**config.mk**
```make
export PLATFORM = sky130hd
export DESIGN_NAME = burst2_sram_controller_flat
export DESIGN_NICKNAME = d
export VERILOG_FILES = /design/src/core/sram_link_pkg.sv /design/src/core/sram_link_if.sv /design/src/core/burst2_sram_controller.sv /design/src/flat_wrapper.sv
export SDC_FILE = /design/constraint.sdc
export NUM_CORES = 1
export LEC_CHECK = 0
export BUFFER_PORTS_ARGS = -buffer_cell sky130_fd_sc_hd__buf_4
export CAP_MARGIN = 10
export CELL_PAD_IN_SITES_DETAIL_PLACEMENT = 1
export CELL_PAD_IN_SITES_GLOBAL_PLACEMENT = 2
export CORE_MARGIN = 8
export CORE_UTILIZATION = 25
export CTS_BUF_LIST = sky130_fd_sc_hd__clkbuf_16
export CTS_CLUSTER_SIZE = 30
export DETAILED_ROUTE_END_ITERATION = 10
export PLACE_DENSITY = 0.56
export SLEW_MARGIN = 5
export SYNTH_ARGS = -nofsm -noshare
export SYNTH_HDL_FRONTEND = slang
export SYNTH_SLANG_ARGS = --single-unit
```
**constraint.sdc**
```tcl
create_clock -name clk_in -period 2.7 [get_ports clk_in]
set_input_delay 0.675 -clock clk_in [delete_from_list [all_inputs] [get_ports clk_in]]
set_output_delay 0.675 -clock clk_in [all_outputs]
set_load 0.02 [all_outputs]
```
**src/core/sram_link_pkg.sv**
```systemverilog
// Shared constants, timing figures and the lane merge helper for the burst-of-two link.
package sram_link_pkg;
  localparam int ADDR_W = 20;
  localparam int WORD_W = 18;
  localparam int LANE_W = 9;
  localparam int LANES = WORD_W / LANE_W;
  localparam int BURST = 2;
  localparam int BURST_W = BURST * WORD_W;
  localparam int ARRAY_WORDS = BURST * (1 << ADDR_W);
  localparam int CLK_PERIOD_NS = 50;
  localparam int LINK_PERIOD_NS = 400;
  localparam int LINK_HALF_CYCLES = LINK_PERIOD_NS / 2 / CLK_PERIOD_NS;
  localparam int PHASE_W = 3;
  localparam logic [PHASE_W-1:0] PHASE_LOAD_A = 3'h1;
  localparam logic [PHASE_W-1:0] PHASE_MAIN_RISE = 3'h3;
  localparam logic [PHASE_W-1:0] PHASE_LOAD_B = 3'h5;
  localparam logic [PHASE_W-1:0] PHASE_INV_RISE = 3'h7;
  localparam int EDGE_W = 4;
  localparam logic [EDGE_W-1:0] LAT_EDGES_DLL = 4'h3;
  localparam logic [EDGE_W-1:0] LAT_EDGES_BYPASS = 4'h2;
  localparam int WARM_W = 4;
  localparam logic [WARM_W-1:0] WARM_CYCLES = 4'hF;
  localparam logic [1:0] SLOT_COUNT = 2'h2;

  function automatic logic [WORD_W-1:0] lane_merge(input logic [WORD_W-1:0] old_word,
                                                   input logic [WORD_W-1:0] new_word,
                                                   input logic [LANES-1:0] gate_n);
    logic [WORD_W-1:0] res;
    res = old_word;
    for (int i = 0; i < LANES; i++)
    begin
      if (!gate_n[i])
      begin
        res[i*LANE_W +: LANE_W] = new_word[i*LANE_W +: LANE_W];
      end
    end
    return res;
  endfunction : lane_merge
endpackage : sram_link_pkg

```
**src/core/sram_link_if.sv**
```systemverilog
// Pin-level link between the memory device and its controller.
`timescale 1ns/1ps
interface sram_link_if;
  import sram_link_pkg::*;
  logic input_timing_main;
  logic input_timing_inverse;
  logic output_timing_main;
  logic output_timing_inverse;
  logic retrieve_strobe_n;
  logic store_strobe_n;
  logic loop_bypass_n;
  logic [ADDR_W-1:0] memory_pointer_in;
  logic [LANES-1:0] lane_write_gate_n;
  logic [WORD_W-1:0] write_word;
  logic [WORD_W-1:0] read_word;
  logic return_strobe_main;
  logic return_strobe_inverse;

  modport device (
    input input_timing_main, input_timing_inverse, output_timing_main, output_timing_inverse,
    input retrieve_strobe_n, store_strobe_n, loop_bypass_n, memory_pointer_in,
    input lane_write_gate_n, write_word,
    output read_word, return_strobe_main, return_strobe_inverse
  );
  modport controller (
    output input_timing_main, input_timing_inverse, output_timing_main, output_timing_inverse,
    output retrieve_strobe_n, store_strobe_n, loop_bypass_n, memory_pointer_in,
    output lane_write_gate_n, write_word,
    input read_word, return_strobe_main, return_strobe_inverse
  );
endinterface : sram_link_if

```
**src/core/burst2_sram_controller.sv**
```systemverilog
// Controller end: makes the link clocks, issues commands and gathers read bursts.
`timescale 1ns/1ps
module burst2_sram_controller
  import sram_link_pkg::*;
(
  input wire logic clk_in,
  input wire logic rst_n_in,
  sram_link_if.controller link,
  input wire logic c_tie_in,
  input wire logic bypass_in,
  input wire logic rd_req_in,
  input wire logic [ADDR_W-1:0] rd_addr_in,
  input wire logic wr_req_in,
  input wire logic [ADDR_W-1:0] wr_addr_in,
  input wire logic [BURST_W-1:0] wr_data_in,
  input wire logic [BURST*LANES-1:0] wr_gates_n_in,
  output logic req_taken_out,
  output logic [BURST_W-1:0] rd_data_out,
  output logic rd_valid_out,
  input wire logic rd_ready_in
);
  logic [WARM_W-1:0] warm_cnt;
  logic [PHASE_W-1:0] phase;
  logic [ADDR_W-1:0] wr_addr_hold;
  logic [WORD_W-1:0] wr_d1_hold;
  logic [LANES-1:0] wr_g1_hold;
  logic [EDGE_W-1:0] tx_idx;
  logic [EDGE_W-1:0] rx_idx;
  logic [(1<<EDGE_W)-1:0] due0;
  logic [(1<<EDGE_W)-1:0] due1;
  logic [1:0] outstanding;
  logic [WORD_W-1:0] word0;
  logic [2+WORD_W-1:0] sync1;
  logic [2+WORD_W-1:0] sync2;
  logic [1:0] strobe_prev;
  logic [BURST_W-1:0] spare_data;
  logic spare_valid;

  wire logic warm = (warm_cnt == WARM_CYCLES);
  wire logic [PHASE_W-1:0] next_phase = warm ? phase + 3'h1 : phase;
  wire logic [1:0] held = {1'b0, rd_valid_out} + {1'b0, spare_valid};
  wire logic credit = (held + outstanding) < SLOT_COUNT;
  wire logic load_a = warm & (phase == PHASE_LOAD_A);
  wire logic take = load_a & (rd_req_in | wr_req_in) & (~rd_req_in | credit);
  wire logic [EDGE_W-1:0] lat = bypass_in ? LAT_EDGES_BYPASS : LAT_EDGES_DLL;
  wire logic [EDGE_W-1:0] tx_next = tx_idx + 4'h1;
  wire logic issue = warm & (phase == PHASE_MAIN_RISE) & ~link.retrieve_strobe_n;
  wire logic [EDGE_W-1:0] slot0 = tx_next + lat;
  wire logic [EDGE_W-1:0] slot1 = tx_next + lat + 4'h1;
  wire logic s_sm;
  wire logic s_si;
  wire logic [WORD_W-1:0] s_word;
  assign {s_sm, s_si, s_word} = sync2;
  // Edges seen during warm-up are reset artefacts and are not counted.
  wire logic rx_edge = warm & ((s_sm & ~strobe_prev[1]) | (s_si & ~strobe_prev[0]));
  wire logic [EDGE_W-1:0] rx_next = rx_idx + 4'h1;
  wire logic got0 = rx_edge & due0[rx_next];
  wire logic push = rx_edge & due1[rx_next];
  wire logic [BURST_W-1:0] push_data = {s_word, word0};
  wire logic pop_free = rd_ready_in | ~rd_valid_out;

  always_ff @(posedge clk_in or negedge rst_n_in)
  begin
    if (!rst_n_in)
    begin
      warm_cnt <= '0;
      phase <= '0;
      link.input_timing_main <= 1'b0;
      link.input_timing_inverse <= 1'b1;
      link.output_timing_main <= 1'b0;
      link.output_timing_inverse <= 1'b1;
    end
    else
    begin
      if (!warm)
      begin
        warm_cnt <= warm_cnt + 4'h1;
      end
      phase <= next_phase;
      link.input_timing_main <= next_phase[2];
      link.input_timing_inverse <= ~next_phase[2];
      link.output_timing_main <= c_tie_in | next_phase[2];
      link.output_timing_inverse <= c_tie_in | ~next_phase[2];
    end
  end

  // Phase A is set up two cycles before the main rise, phase B before the inverse rise.
  always_ff @(posedge clk_in or negedge rst_n_in)
  begin
    if (!rst_n_in)
    begin
      link.retrieve_strobe_n <= 1'b1;
      link.store_strobe_n <= 1'b1;
      link.loop_bypass_n <= 1'b1;
      link.memory_pointer_in <= '0;
      link.lane_write_gate_n <= '1;
      link.write_word <= '0;
      wr_addr_hold <= '0;
      wr_d1_hold <= '0;
      wr_g1_hold <= '1;
      req_taken_out <= 1'b0;
    end
    else
    begin
      link.loop_bypass_n <= ~bypass_in;
      req_taken_out <= take;
      if (load_a)
      begin
        link.retrieve_strobe_n <= ~(take & rd_req_in);
        link.store_strobe_n <= ~(take & wr_req_in);
        link.memory_pointer_in <= rd_addr_in;
        link.write_word <= wr_data_in[WORD_W-1:0];
        link.lane_write_gate_n <= (take & wr_req_in) ? wr_gates_n_in[LANES-1:0] : '1;
        wr_addr_hold <= wr_addr_in;
        wr_d1_hold <= wr_data_in[BURST_W-1:WORD_W];
        wr_g1_hold <= wr_gates_n_in[BURST*LANES-1:LANES];
      end
      else if (warm && phase == PHASE_LOAD_B)
      begin
        link.retrieve_strobe_n <= 1'b1;
        link.store_strobe_n <= 1'b1;
        link.memory_pointer_in <= wr_addr_hold;
        link.write_word <= wr_d1_hold;
        link.lane_write_gate_n <= link.store_strobe_n ? '1 : wr_g1_hold;
      end
    end
  end

  // Strobe edges arrive in the same order as the edges we launch, so indices line up.
  always_ff @(posedge clk_in or negedge rst_n_in)
  begin
    if (!rst_n_in)
    begin
      sync1 <= '0;
      sync2 <= '0;
      strobe_prev <= '0;
      tx_idx <= '0;
      rx_idx <= '0;
      due0 <= '0;
      due1 <= '0;
      word0 <= '0;
      outstanding <= '0;
    end
    else
    begin
      sync1 <= {link.return_strobe_main, link.return_strobe_inverse, link.read_word};
      sync2 <= sync1;
      strobe_prev <= {s_sm, s_si};
      if (warm && (phase == PHASE_MAIN_RISE || phase == PHASE_INV_RISE))
      begin
        tx_idx <= tx_next;
      end
      if (rx_edge)
      begin
        rx_idx <= rx_next;
      end
      if (got0)
      begin
        word0 <= s_word;
      end
      due0 <= (due0 & ~({{((1<<EDGE_W)-1){1'b0}}, got0} << rx_next))
        | ({{((1<<EDGE_W)-1){1'b0}}, issue} << slot0);
      due1 <= (due1 & ~({{((1<<EDGE_W)-1){1'b0}}, push} << rx_next))
        | ({{((1<<EDGE_W)-1){1'b0}}, issue} << slot1);
      outstanding <= outstanding + {1'b0, take & rd_req_in} - {1'b0, push};
    end
  end

  // Two-slot return buffer; credits stop new reads so a stalled reader loses nothing.
  always_ff @(posedge clk_in or negedge rst_n_in)
  begin
    if (!rst_n_in)
    begin
      rd_data_out <= '0;
      rd_valid_out <= 1'b0;
      spare_data <= '0;
      spare_valid <= 1'b0;
    end
    else if (pop_free)
    begin
      if (spare_valid)
      begin
        rd_data_out <= spare_data;
        rd_valid_out <= 1'b1;
        spare_data <= push_data;
        spare_valid <= push;
      end
      else
      begin
        rd_data_out <= push_data;
        rd_valid_out <= push;
      end
    end
    else if (push)
    begin
      spare_data <= push_data;
      spare_valid <= 1'b1;
    end
  end
endmodule : burst2_sram_controller

```
**src/flat_wrapper.sv**
```systemverilog
// flat-port wrapper written by rule: the top's interface ports become plain ports
module burst2_sram_controller_flat import sram_link_pkg::*;
  (clk_in, rst_n_in, c_tie_in, bypass_in, rd_req_in, rd_addr_in, wr_req_in, wr_addr_in, wr_data_in, wr_gates_n_in, req_taken_out, rd_data_out, rd_valid_out, rd_ready_in, link_input_timing_main, link_input_timing_inverse, link_output_timing_main, link_output_timing_inverse, link_retrieve_strobe_n, link_store_strobe_n, link_loop_bypass_n, link_memory_pointer_in, link_lane_write_gate_n, link_write_word, link_read_word, link_return_strobe_main, link_return_strobe_inverse);
  sram_link_if link_i ();
  input wire logic clk_in;
  input wire logic rst_n_in;
  input wire logic c_tie_in;
  input wire logic bypass_in;
  input wire logic rd_req_in;
  input wire logic [ADDR_W-1:0] rd_addr_in;
  input wire logic wr_req_in;
  input wire logic [ADDR_W-1:0] wr_addr_in;
  input wire logic [BURST_W-1:0] wr_data_in;
  input wire logic [BURST*LANES-1:0] wr_gates_n_in;
  output logic req_taken_out;
  output logic [BURST_W-1:0] rd_data_out;
  output logic rd_valid_out;
  input wire logic rd_ready_in;
  output wire logic [$bits(link_i.input_timing_main)-1:0] link_input_timing_main;
  output wire logic [$bits(link_i.input_timing_inverse)-1:0] link_input_timing_inverse;
  output wire logic [$bits(link_i.output_timing_main)-1:0] link_output_timing_main;
  output wire logic [$bits(link_i.output_timing_inverse)-1:0] link_output_timing_inverse;
  output wire logic [$bits(link_i.retrieve_strobe_n)-1:0] link_retrieve_strobe_n;
  output wire logic [$bits(link_i.store_strobe_n)-1:0] link_store_strobe_n;
  output wire logic [$bits(link_i.loop_bypass_n)-1:0] link_loop_bypass_n;
  output wire logic [$bits(link_i.memory_pointer_in)-1:0] link_memory_pointer_in;
  output wire logic [$bits(link_i.lane_write_gate_n)-1:0] link_lane_write_gate_n;
  output wire logic [$bits(link_i.write_word)-1:0] link_write_word;
  input wire logic [$bits(link_i.read_word)-1:0] link_read_word;
  input wire logic [$bits(link_i.return_strobe_main)-1:0] link_return_strobe_main;
  input wire logic [$bits(link_i.return_strobe_inverse)-1:0] link_return_strobe_inverse;
  assign link_input_timing_main = link_i.input_timing_main;
  assign link_input_timing_inverse = link_i.input_timing_inverse;
  assign link_output_timing_main = link_i.output_timing_main;
  assign link_output_timing_inverse = link_i.output_timing_inverse;
  assign link_retrieve_strobe_n = link_i.retrieve_strobe_n;
  assign link_store_strobe_n = link_i.store_strobe_n;
  assign link_loop_bypass_n = link_i.loop_bypass_n;
  assign link_memory_pointer_in = link_i.memory_pointer_in;
  assign link_lane_write_gate_n = link_i.lane_write_gate_n;
  assign link_write_word = link_i.write_word;
  assign link_i.read_word = link_read_word;
  assign link_i.return_strobe_main = link_return_strobe_main;
  assign link_i.return_strobe_inverse = link_return_strobe_inverse;
  burst2_sram_controller u_core (.clk_in(clk_in), .rst_n_in(rst_n_in), .link(link_i), .c_tie_in(c_tie_in), .bypass_in(bypass_in), .rd_req_in(rd_req_in), .rd_addr_in(rd_addr_in), .wr_req_in(wr_req_in), .wr_addr_in(wr_addr_in), .wr_data_in(wr_data_in), .wr_gates_n_in(wr_gates_n_in), .req_taken_out(req_taken_out), .rd_data_out(rd_data_out), .rd_valid_out(rd_valid_out), .rd_ready_in(rd_ready_in));
endmodule
```
==> impl_metrics.csv, run 1 <==
group,metric,value,unit
placement,place_area,15000,µm²
timing,max_freq,391,MHz
global_routing,grt_pass1_wl,60.1,mm
die,coreArea,49700,µm²
critical_path,worstSetupEndpoint,"u_core.outstanding[1]",
critical_path,worst-path-max-fanout,11,
yosys,synth.avg_cell_area,11.7,µm²
timing,fin_crit,2.56,ns
power,totalPowerFinal,18.5,mW
yosys,share_of_the_synthesized_netlist_area_taken_by_xor_and_xnor_gates,1.55,%
die,die_area,57300,µm²
yosys,post_synth_inst_count,1067,
layout,layout.cell_area.non_filler,16200,µm²
layout,multi_input_area,5310,µm²
yosys,synth-warning-count,0,
die,rows,82,
layout,area_growth,29.8,%
placement,place_inst,1909,
global_routing,grt_overflow,0,
yosys,synthDistinctLibCells,64,
timing,worst_hold_margin,0.0333,ns
critical_path,cp_data_required_time,3.15,ns
route,dr.pass1.iters,4,
die,floorplan.initialDensity,25.1,%
yosys,yosys_register_bits,270,
die,die_height,239,µm
yosys,synth_compound_area_share,13.3,%
layout,layout_commonest_cell,"dfrtp_1",
yosys,synth-adder-area-share,1.38,%
global_routing,grt_start_max_net_pins,74,
power,power_density,1140,nW/µm²
cts,clk_root_buffer_cell,"clkbuf_16",
run_status,outcome,"complete, no violations",
die,die_x,239,µm
cts,clock_tree.htree_level_count,2,
route,detailroute.via_count,9240,
layout,n_fill_cell,5520,
yosys,synth-seq-area-share,54.3,%
layout,mostFrequentLayoutCells,"dfrtp_1, buf_4, o21ai_0, nand2_1, mux2i_1",
critical_path,arrival,3.01,ns
hold_path,hp-class,"in -> async",
layout,stdcell_count,1978,
cts,tritoncts,"done",
critical_path,criticalPathCategory,"reg -> reg",
route,wl_per_cell,19.3,µm
timing,tightestPinTransition,1.03,ns
layout,final_nets,1397,
global_routing,grt_antenna_before_repair,1,
placement,detailedPlacementHpwl,25.7,mm
timing,setup-violations-final,0,
yosys,synth.net_count,1187,
job,timing.max_cap.violations,0,
critical_path,setup.reg_to_reg.worst_slack,0.14,ns
cts,clk_pin_slew_worst_paths,0.06,ns
yosys,ys_async_sr_fraction,100,%
placement,portBuffers,191,
yosys,synth-edff-count,0,
layout,ff_latch_area,6770,µm²
global_routing,groute.usage.overall,13.3,%
yosys,synthSimpleGateAreaFrac,9.70,%
global_routing,first_global_vias,10100,
timing,finalMaxSlewViolations,0,
timing,grt_setup_unrepaired,"no",
timing,skew,0.00917,ns
yosys,yosys-mux-area-fraction,16.3,%
critical_path,worst_flop_to_flop_path_startpoint,"u_core.rx_idx[0]",
route,detail-route-antenna-nets,0,
critical_path,cp-startpoint,"u_core.rx_idx[0]",
route,drt-initial-drc-count,367,
route,drt_wl_total,38.1,mm
timing,layout_worst_path_cycle_share,94.8,%
critical_path,worst-r2r-cell-count,11,
power,static-leakage-power,7.00,nW
critical_path,setup.worst_path.end_class,"register",
critical_path,worstSetupStartpointType,"register",
timing,maxSlewHeadroom,31.1,%
cts,worst_skew_pair.late_latency,0.53,ns
cts,cts_buffers,36,
power,vdd_drop_max,0.851,mV
critical_path,timing.rr.end,"u_core.outstanding[1]",
route,post_drt_via_cell_ratio,4.67,
placement,routabilityCongestion,0.757,
layout,final_core_util,32.6,%
cts,clock_tree.buffer_depth,3,
yosys,largest_family_of_logic_cells_by_synthesized_area,"multiplexers",
yosys,synth-main-ff-cell,"dfrtp_1",
cts,cts_num_sinks,270,
timing,final_hold_viol_count,0,
yosys,synthesis.area,12500,µm²
layout,drive_gt1_share,30.1,%
die,top_level_i_o_count,192,
route,drc,0,
## through the flow
stage	setup TNS (ns)	setup slack [ns]
floorplan	0	0.304
global placement	-0.0839	-0.0110
detailed placement	-0.593	-0.0704
CTS	0	0.0737
global route	0	0.00931
finish	0	0.141
## layout make-up
class,instances,area share [%]
Sequential cell,270,41.9
Multi-Input combinational cell,707,32.8
Timing Repair Buffer,244,12.5
Clock buffer,37,5.72
Tap cell,672,5.20
Clock inverter,29,1.47
Inverter,18,0.418
Antenna cell,1,0.0155
## power by group
| part | total (mW) | switching, mW | internal (mW) | leakage [nW] |
|---|---|---|---|---|
| clock | 4.73 | 1.86 | 2.87 | 0.590 |
| sequential | 6.16 | 0.934 | 5.23 | 3.15 |
| combinational | 7.60 | 3.90 | 3.70 | 3.25 |
| total | 18.5 | 6.69 | 11.8 | 7.00 |
## worst min path at each step
stage / slack (ns) / depth (start not counted) / from / endpoint
after floorplan: 0.33 / 0 / u_core.sync1[0] / u_core.sync2[0]
after global placement: 0.33 / 0 / u_core.sync1[3] / u_core.sync2[3]
after detailed placement: 0.34 / 0 / u_core.sync1[10] / u_core.sync2[10]
after CTS: 0.02 / 1 / rst_n_in / u_core.link.memory_pointer_in[2]
after global routing: 0.03 / 1 / rst_n_in / u_core.link.memory_pointer_in[2]
final: 0.03 / 1 / rst_n_in / u_core.link.memory_pointer_in[2]
## critical path, cell delays in order, from the launching register on
cell and delay [ns]:
dfrtp_1 0.39, ha_2 0.34, buf_12 0.14, buf_4 0.12, mux4_2 0.34, o21ai_2 0.11, a31oi_2 0.17, ha_1 0.31
inv_1 0.04, ha_1 0.20, xnor2_1 0.19, xnor2_1 0.14
## timing repair
action | CTS | global route
hold buffers | 0 | 0
setup buffers | 1 | 0
endpoints found under the setup margin | 15 | 38
cloned | 0 | 1
resized for setup | 1 | 3
pin swaps | 1 | 1
## cells by family after synthesis
family          count (synthesis)
mux                           180
flops                         270
simple gates                  245
fa+ha+maj                      14
compound gates                250
xor+xnor                       17
buf+inv                        91
## registers in the layout, indices dropped and copies added, names as in the netlist, 2 cells and up
signal                         flops
u_core.rd_data_out                36
u_core.spare_data                 36
u_core.link.memory_pointer_in     20
u_core.sync1                      20
u_core.sync2                      20
u_core.wr_addr_hold               20
u_core.link.write_word            18
u_core.word0                      18
u_core.wr_d1_hold                 18
u_core.due0                       16
u_core.due1                       16
u_core.rx_idx                      4
u_core.tx_idx                      4
u_core.warm_cnt                    4
u_core.link.lane_write_gate_n      2
u_core.outstanding                 2
u_core.phase                       2
u_core.strobe_prev                 2
u_core.wr_g1_hold                  2
## per-layer routing
layer	global-route usage (%)	vias up	wire length [µm]
met1	16.8	4672	16900
met4	3.35	0	708
li1	-	4302	-
met2	20.2	215	16900
met5	0	-	0
met3	6.28	51	3620
## cell usage after synthesis, drive strengths merged (2+ instances only)
| library cell | n | area, µm² |
|---|---|---|
| dfrtp | 261 | 6530 |
| nand2 | 115 | 439 |
| o21ai | 115 | 579 |
| mux2i | 113 | 1130 |
| mux2 | 59 | 706 |
| clkbuf | 47 | 176 |
| and3 | 41 | 257 |
| a211oi | 37 | 278 |
| a221oi | 36 | 315 |
| and2 | 36 | 225 |
| buf | 26 | 194 |
| o31ai | 21 | 158 |
| inv | 18 | 67.6 |
| nor2 | 14 | 55.1 |
| ha | 13 | 163 |
| nand3 | 12 | 60.1 |
| o211ai | 12 | 90.1 |
| dfstp | 9 | 236 |
| xnor2 | 9 | 93.8 |
| mux4 | 8 | 191 |
| nand2b | 7 | 43.8 |
| nand4 | 6 | 37.5 |
| o41ai | 6 | 52.6 |
| xor2 | 6 | 52.6 |
| a21oi | 5 | 36.3 |
| a21o | 4 | 32.5 |
| nor2b | 4 | 25.0 |
| a21boi | 2 | 18.8 |
| nand3b | 2 | 15.0 |
| nor3 | 2 | 10.0 |
| o21a | 2 | 15.0 |
| o22ai | 2 | 12.5 |
| or2 | 2 | 12.5 |
Note: power is estimated with default switching activity, not from simulation.
==> inputs of run 2 (changes only) <==
- PLACE_DENSITY: 0.56 -> 0.67
==> run 2 against run 1 <==
Against the previous run:
- combinational power shrank 2%
- sequential share of layout area grew 0.51 points
- cell count shrank 0.35%
- worst setup slack gained 0.068 ns
- total power shrank 3.3%
- first-iteration DRC count grew 20%
- count of clock-buffer cells in the layout shrank 1
- clock power shrank 8.2%
- clock skew grew 0.014 ns
- flip-flop and latch count is the same
- routed wire length shrank 4.0%
- critical path depth is the same
- critical path type unchanged
==> impl_metrics.csv, run 2 (synthesized netlist as in run 1, its figures left out) <==
group,metric,value,unit
timing,post-route-worst-setup-slack,0.209,ns
layout,mostFrequentLayoutCells,"dfrtp_1, buf_4, o21ai_0, nand2_1, mux2i_1",
power,switching_share,36.7,%
layout,final_core_util,32.2,%
timing,fin_crit,2.49,ns
cts,clock_tree.htree_level_count,2,
die,top_level_i_o_count,192,
critical_path,criticalPathCategory,"reg -> reg",
timing,maxSlewHeadroom,50.5,%
route,wl_per_cell,18.6,µm
layout,drive_gt1_share,29.7,%
placement,place_inst,1905,
power,power_density,1120,nW/µm²
route,detailroute.via_count,9208,
route,drc,0,
power,clock_share_of_power,24.3,%
route,drt_wl_total,36.6,mm
layout,layout_commonest_cell,"dfrtp_1",
cts,clock_tree.buffer_depth,3,
timing,skew,0.0229,ns
layout,n_antenna_cell,0,
layout,stdcell_count,1971,
hold_path,hp-class,"in -> async",
placement,place_area,14900,µm²
layout,final_nets,1392,
layout,layout.cell_area.non_filler,16000,µm²
route,post_drt_via_cell_ratio,4.67,
critical_path,worstSetupStartpointType,"register",
timing,worst_hold_margin,0.0348,ns
placement,detailedPlacementHpwl,25.4,mm
power,static-leakage-power,6.91,nW
placement,worst_slack_after_detailed_placement,-0.0451,ns
run_status,outcome,"complete, no violations",
route,drt-initial-drc-count,442,
critical_path,setup.worst_path.end_class,"register",
cts,clk_pin_slew_worst_paths,0.06,ns
die,floorplan.initialDensity,25.1,%
die,die_height,239,µm
power,share_comb_of_total_power,41.5,%
route,detail-route-antenna-nets,0,
cts,hold_buffers,0,
critical_path,arrival,2.94,ns
timing,finalMaxSlewViolations,0,
critical_path,cp_data_required_time,3.15,ns
die,coreArea,49700,µm²
timing,layout_worst_path_cycle_share,92.3,%
timing,final_hold_viol_count,0,
global_routing,grt_start_max_net_pins,111,
job,timing.max_cap.violations,0,
global_routing,grt_overflow,0,
timing,setup_total_negative_slack,0,ns
power,vdd_drop_max,1.04,mV
layout,area_growth,28.3,%
placement,routabilityCongestion,0.816,
timing,grt_setup_unrepaired,"no",
layout,top_regs,"u_core.rd_data_out x36, u_core.spare_data x36",
power,totalPowerFinal,17.9,mW
global_routing,grt_pass1_wl,59.0,mm
global_routing,groute.usage.overall,12.8,%
power,power.switching,6.57,mW
timing,tightestPinTransition,0.742,ns
cts,cts_buffers,35,
cts,cts_num_sinks,270,
power,seqPwrFrac,34.2,%
cts,clk_root_buffer_cell,"clkbuf_16",
placement,portBuffers,191,
cts,tritoncts,"done",
timing,setup-violations-final,0,
die,die_area,57300,µm²
critical_path,worst-path-max-fanout,6,
die,rows,82,
global_routing,first_global_vias,10200,
cts,worst_skew_pair.late_latency,0.53,ns
route,dr.pass1.iters,7,
timing,max_freq,401,MHz
die,die_x,239,µm
power,p_int,11.3,mW
global_routing,grt_antenna_before_repair,0,
run 2: changes by cell type in the layout (fill, tap and decap cells not counted), sizes merged:
cell      before  now
buf          244  241
bufinv         4    1
clkinv        18   17
nor2          15   14
clkinvlp       1    3
inv           24   25
clkbuf        37   36
diode          1    0
run 2: area by class of cell:
class                           count  area, µm²
Clock buffer                       36        901
Clock inverter                     28        168
Fill cell                        5543      33700
Inverter                           18       67.6
Multi-Input combinational cell    706       5310
Sequential cell                   270       6780
Tap cell                          672        841
Timing Repair Buffer              241       1930
run 2: power by group through the flow:
stage / logic (mW) / registers, mW / clock network (mW)
finish: 7.43 / 6.12 / 4.34
global route: 8.16 / 6.28 / 4.67
CTS: 7.50 / 6.12 / 4.52
detailed placement: 7.39 / 6.19 / 0
global placement: 7.25 / 6.12 / 0
floorplan: 4.74 / 6.25 / 0
run 2: critical path, stage by stage, from the launching register on:
cell and delay, ns:
dfrtp_2 0.45, ha_4 0.32, buf_4 0.12, mux4_1 0.27, nand2_1 0.11, a21o_2 0.21, a31oi_2 0.12, ha_1 0.28
inv_1 0.04, ha_1 0.20, xnor2_1 0.17, xnor2_1 0.13
run 2: routing by layer:
layer	vias to the layer above	track usage, %	part of all wire (%)
met2	223	19.7	44
met1	4634	16.0	43
met5	-	0	0
met4	0	3.75	2.1
met3	58	5.98	10
li1	4293	-	-
run 2: worst paths after layout:
check,startpoint,endpoint,slack [ns],cells after the start
worst max-delay path,u_core.rx_idx[1],u_core.outstanding[1],0.21,11
worst min-delay path,rst_n_in,u_core.rd_data_out[8],0.03,1
worst max register to register,u_core.rx_idx[1],u_core.outstanding[1],0.21,11
worst min register to register,u_core.sync1[2],u_core.sync2[2],0.33,0
max in group asynchronous,rst_n_in,u_core.link.loop_bypass_n,1.83,2
min in group clk_in,link_read_word[9],u_core.sync1[9],0.25,1
run 2: what timing repair did:
| action | CTS | global route |
|---|---|---|
| resized for setup | 1 | 7 |
| pin swaps | 1 | 0 |
| gates cloned | 0 | 0 |
| buffers inserted | 2 | 0 |
| setup endpoints to repair | 19 | 1 |
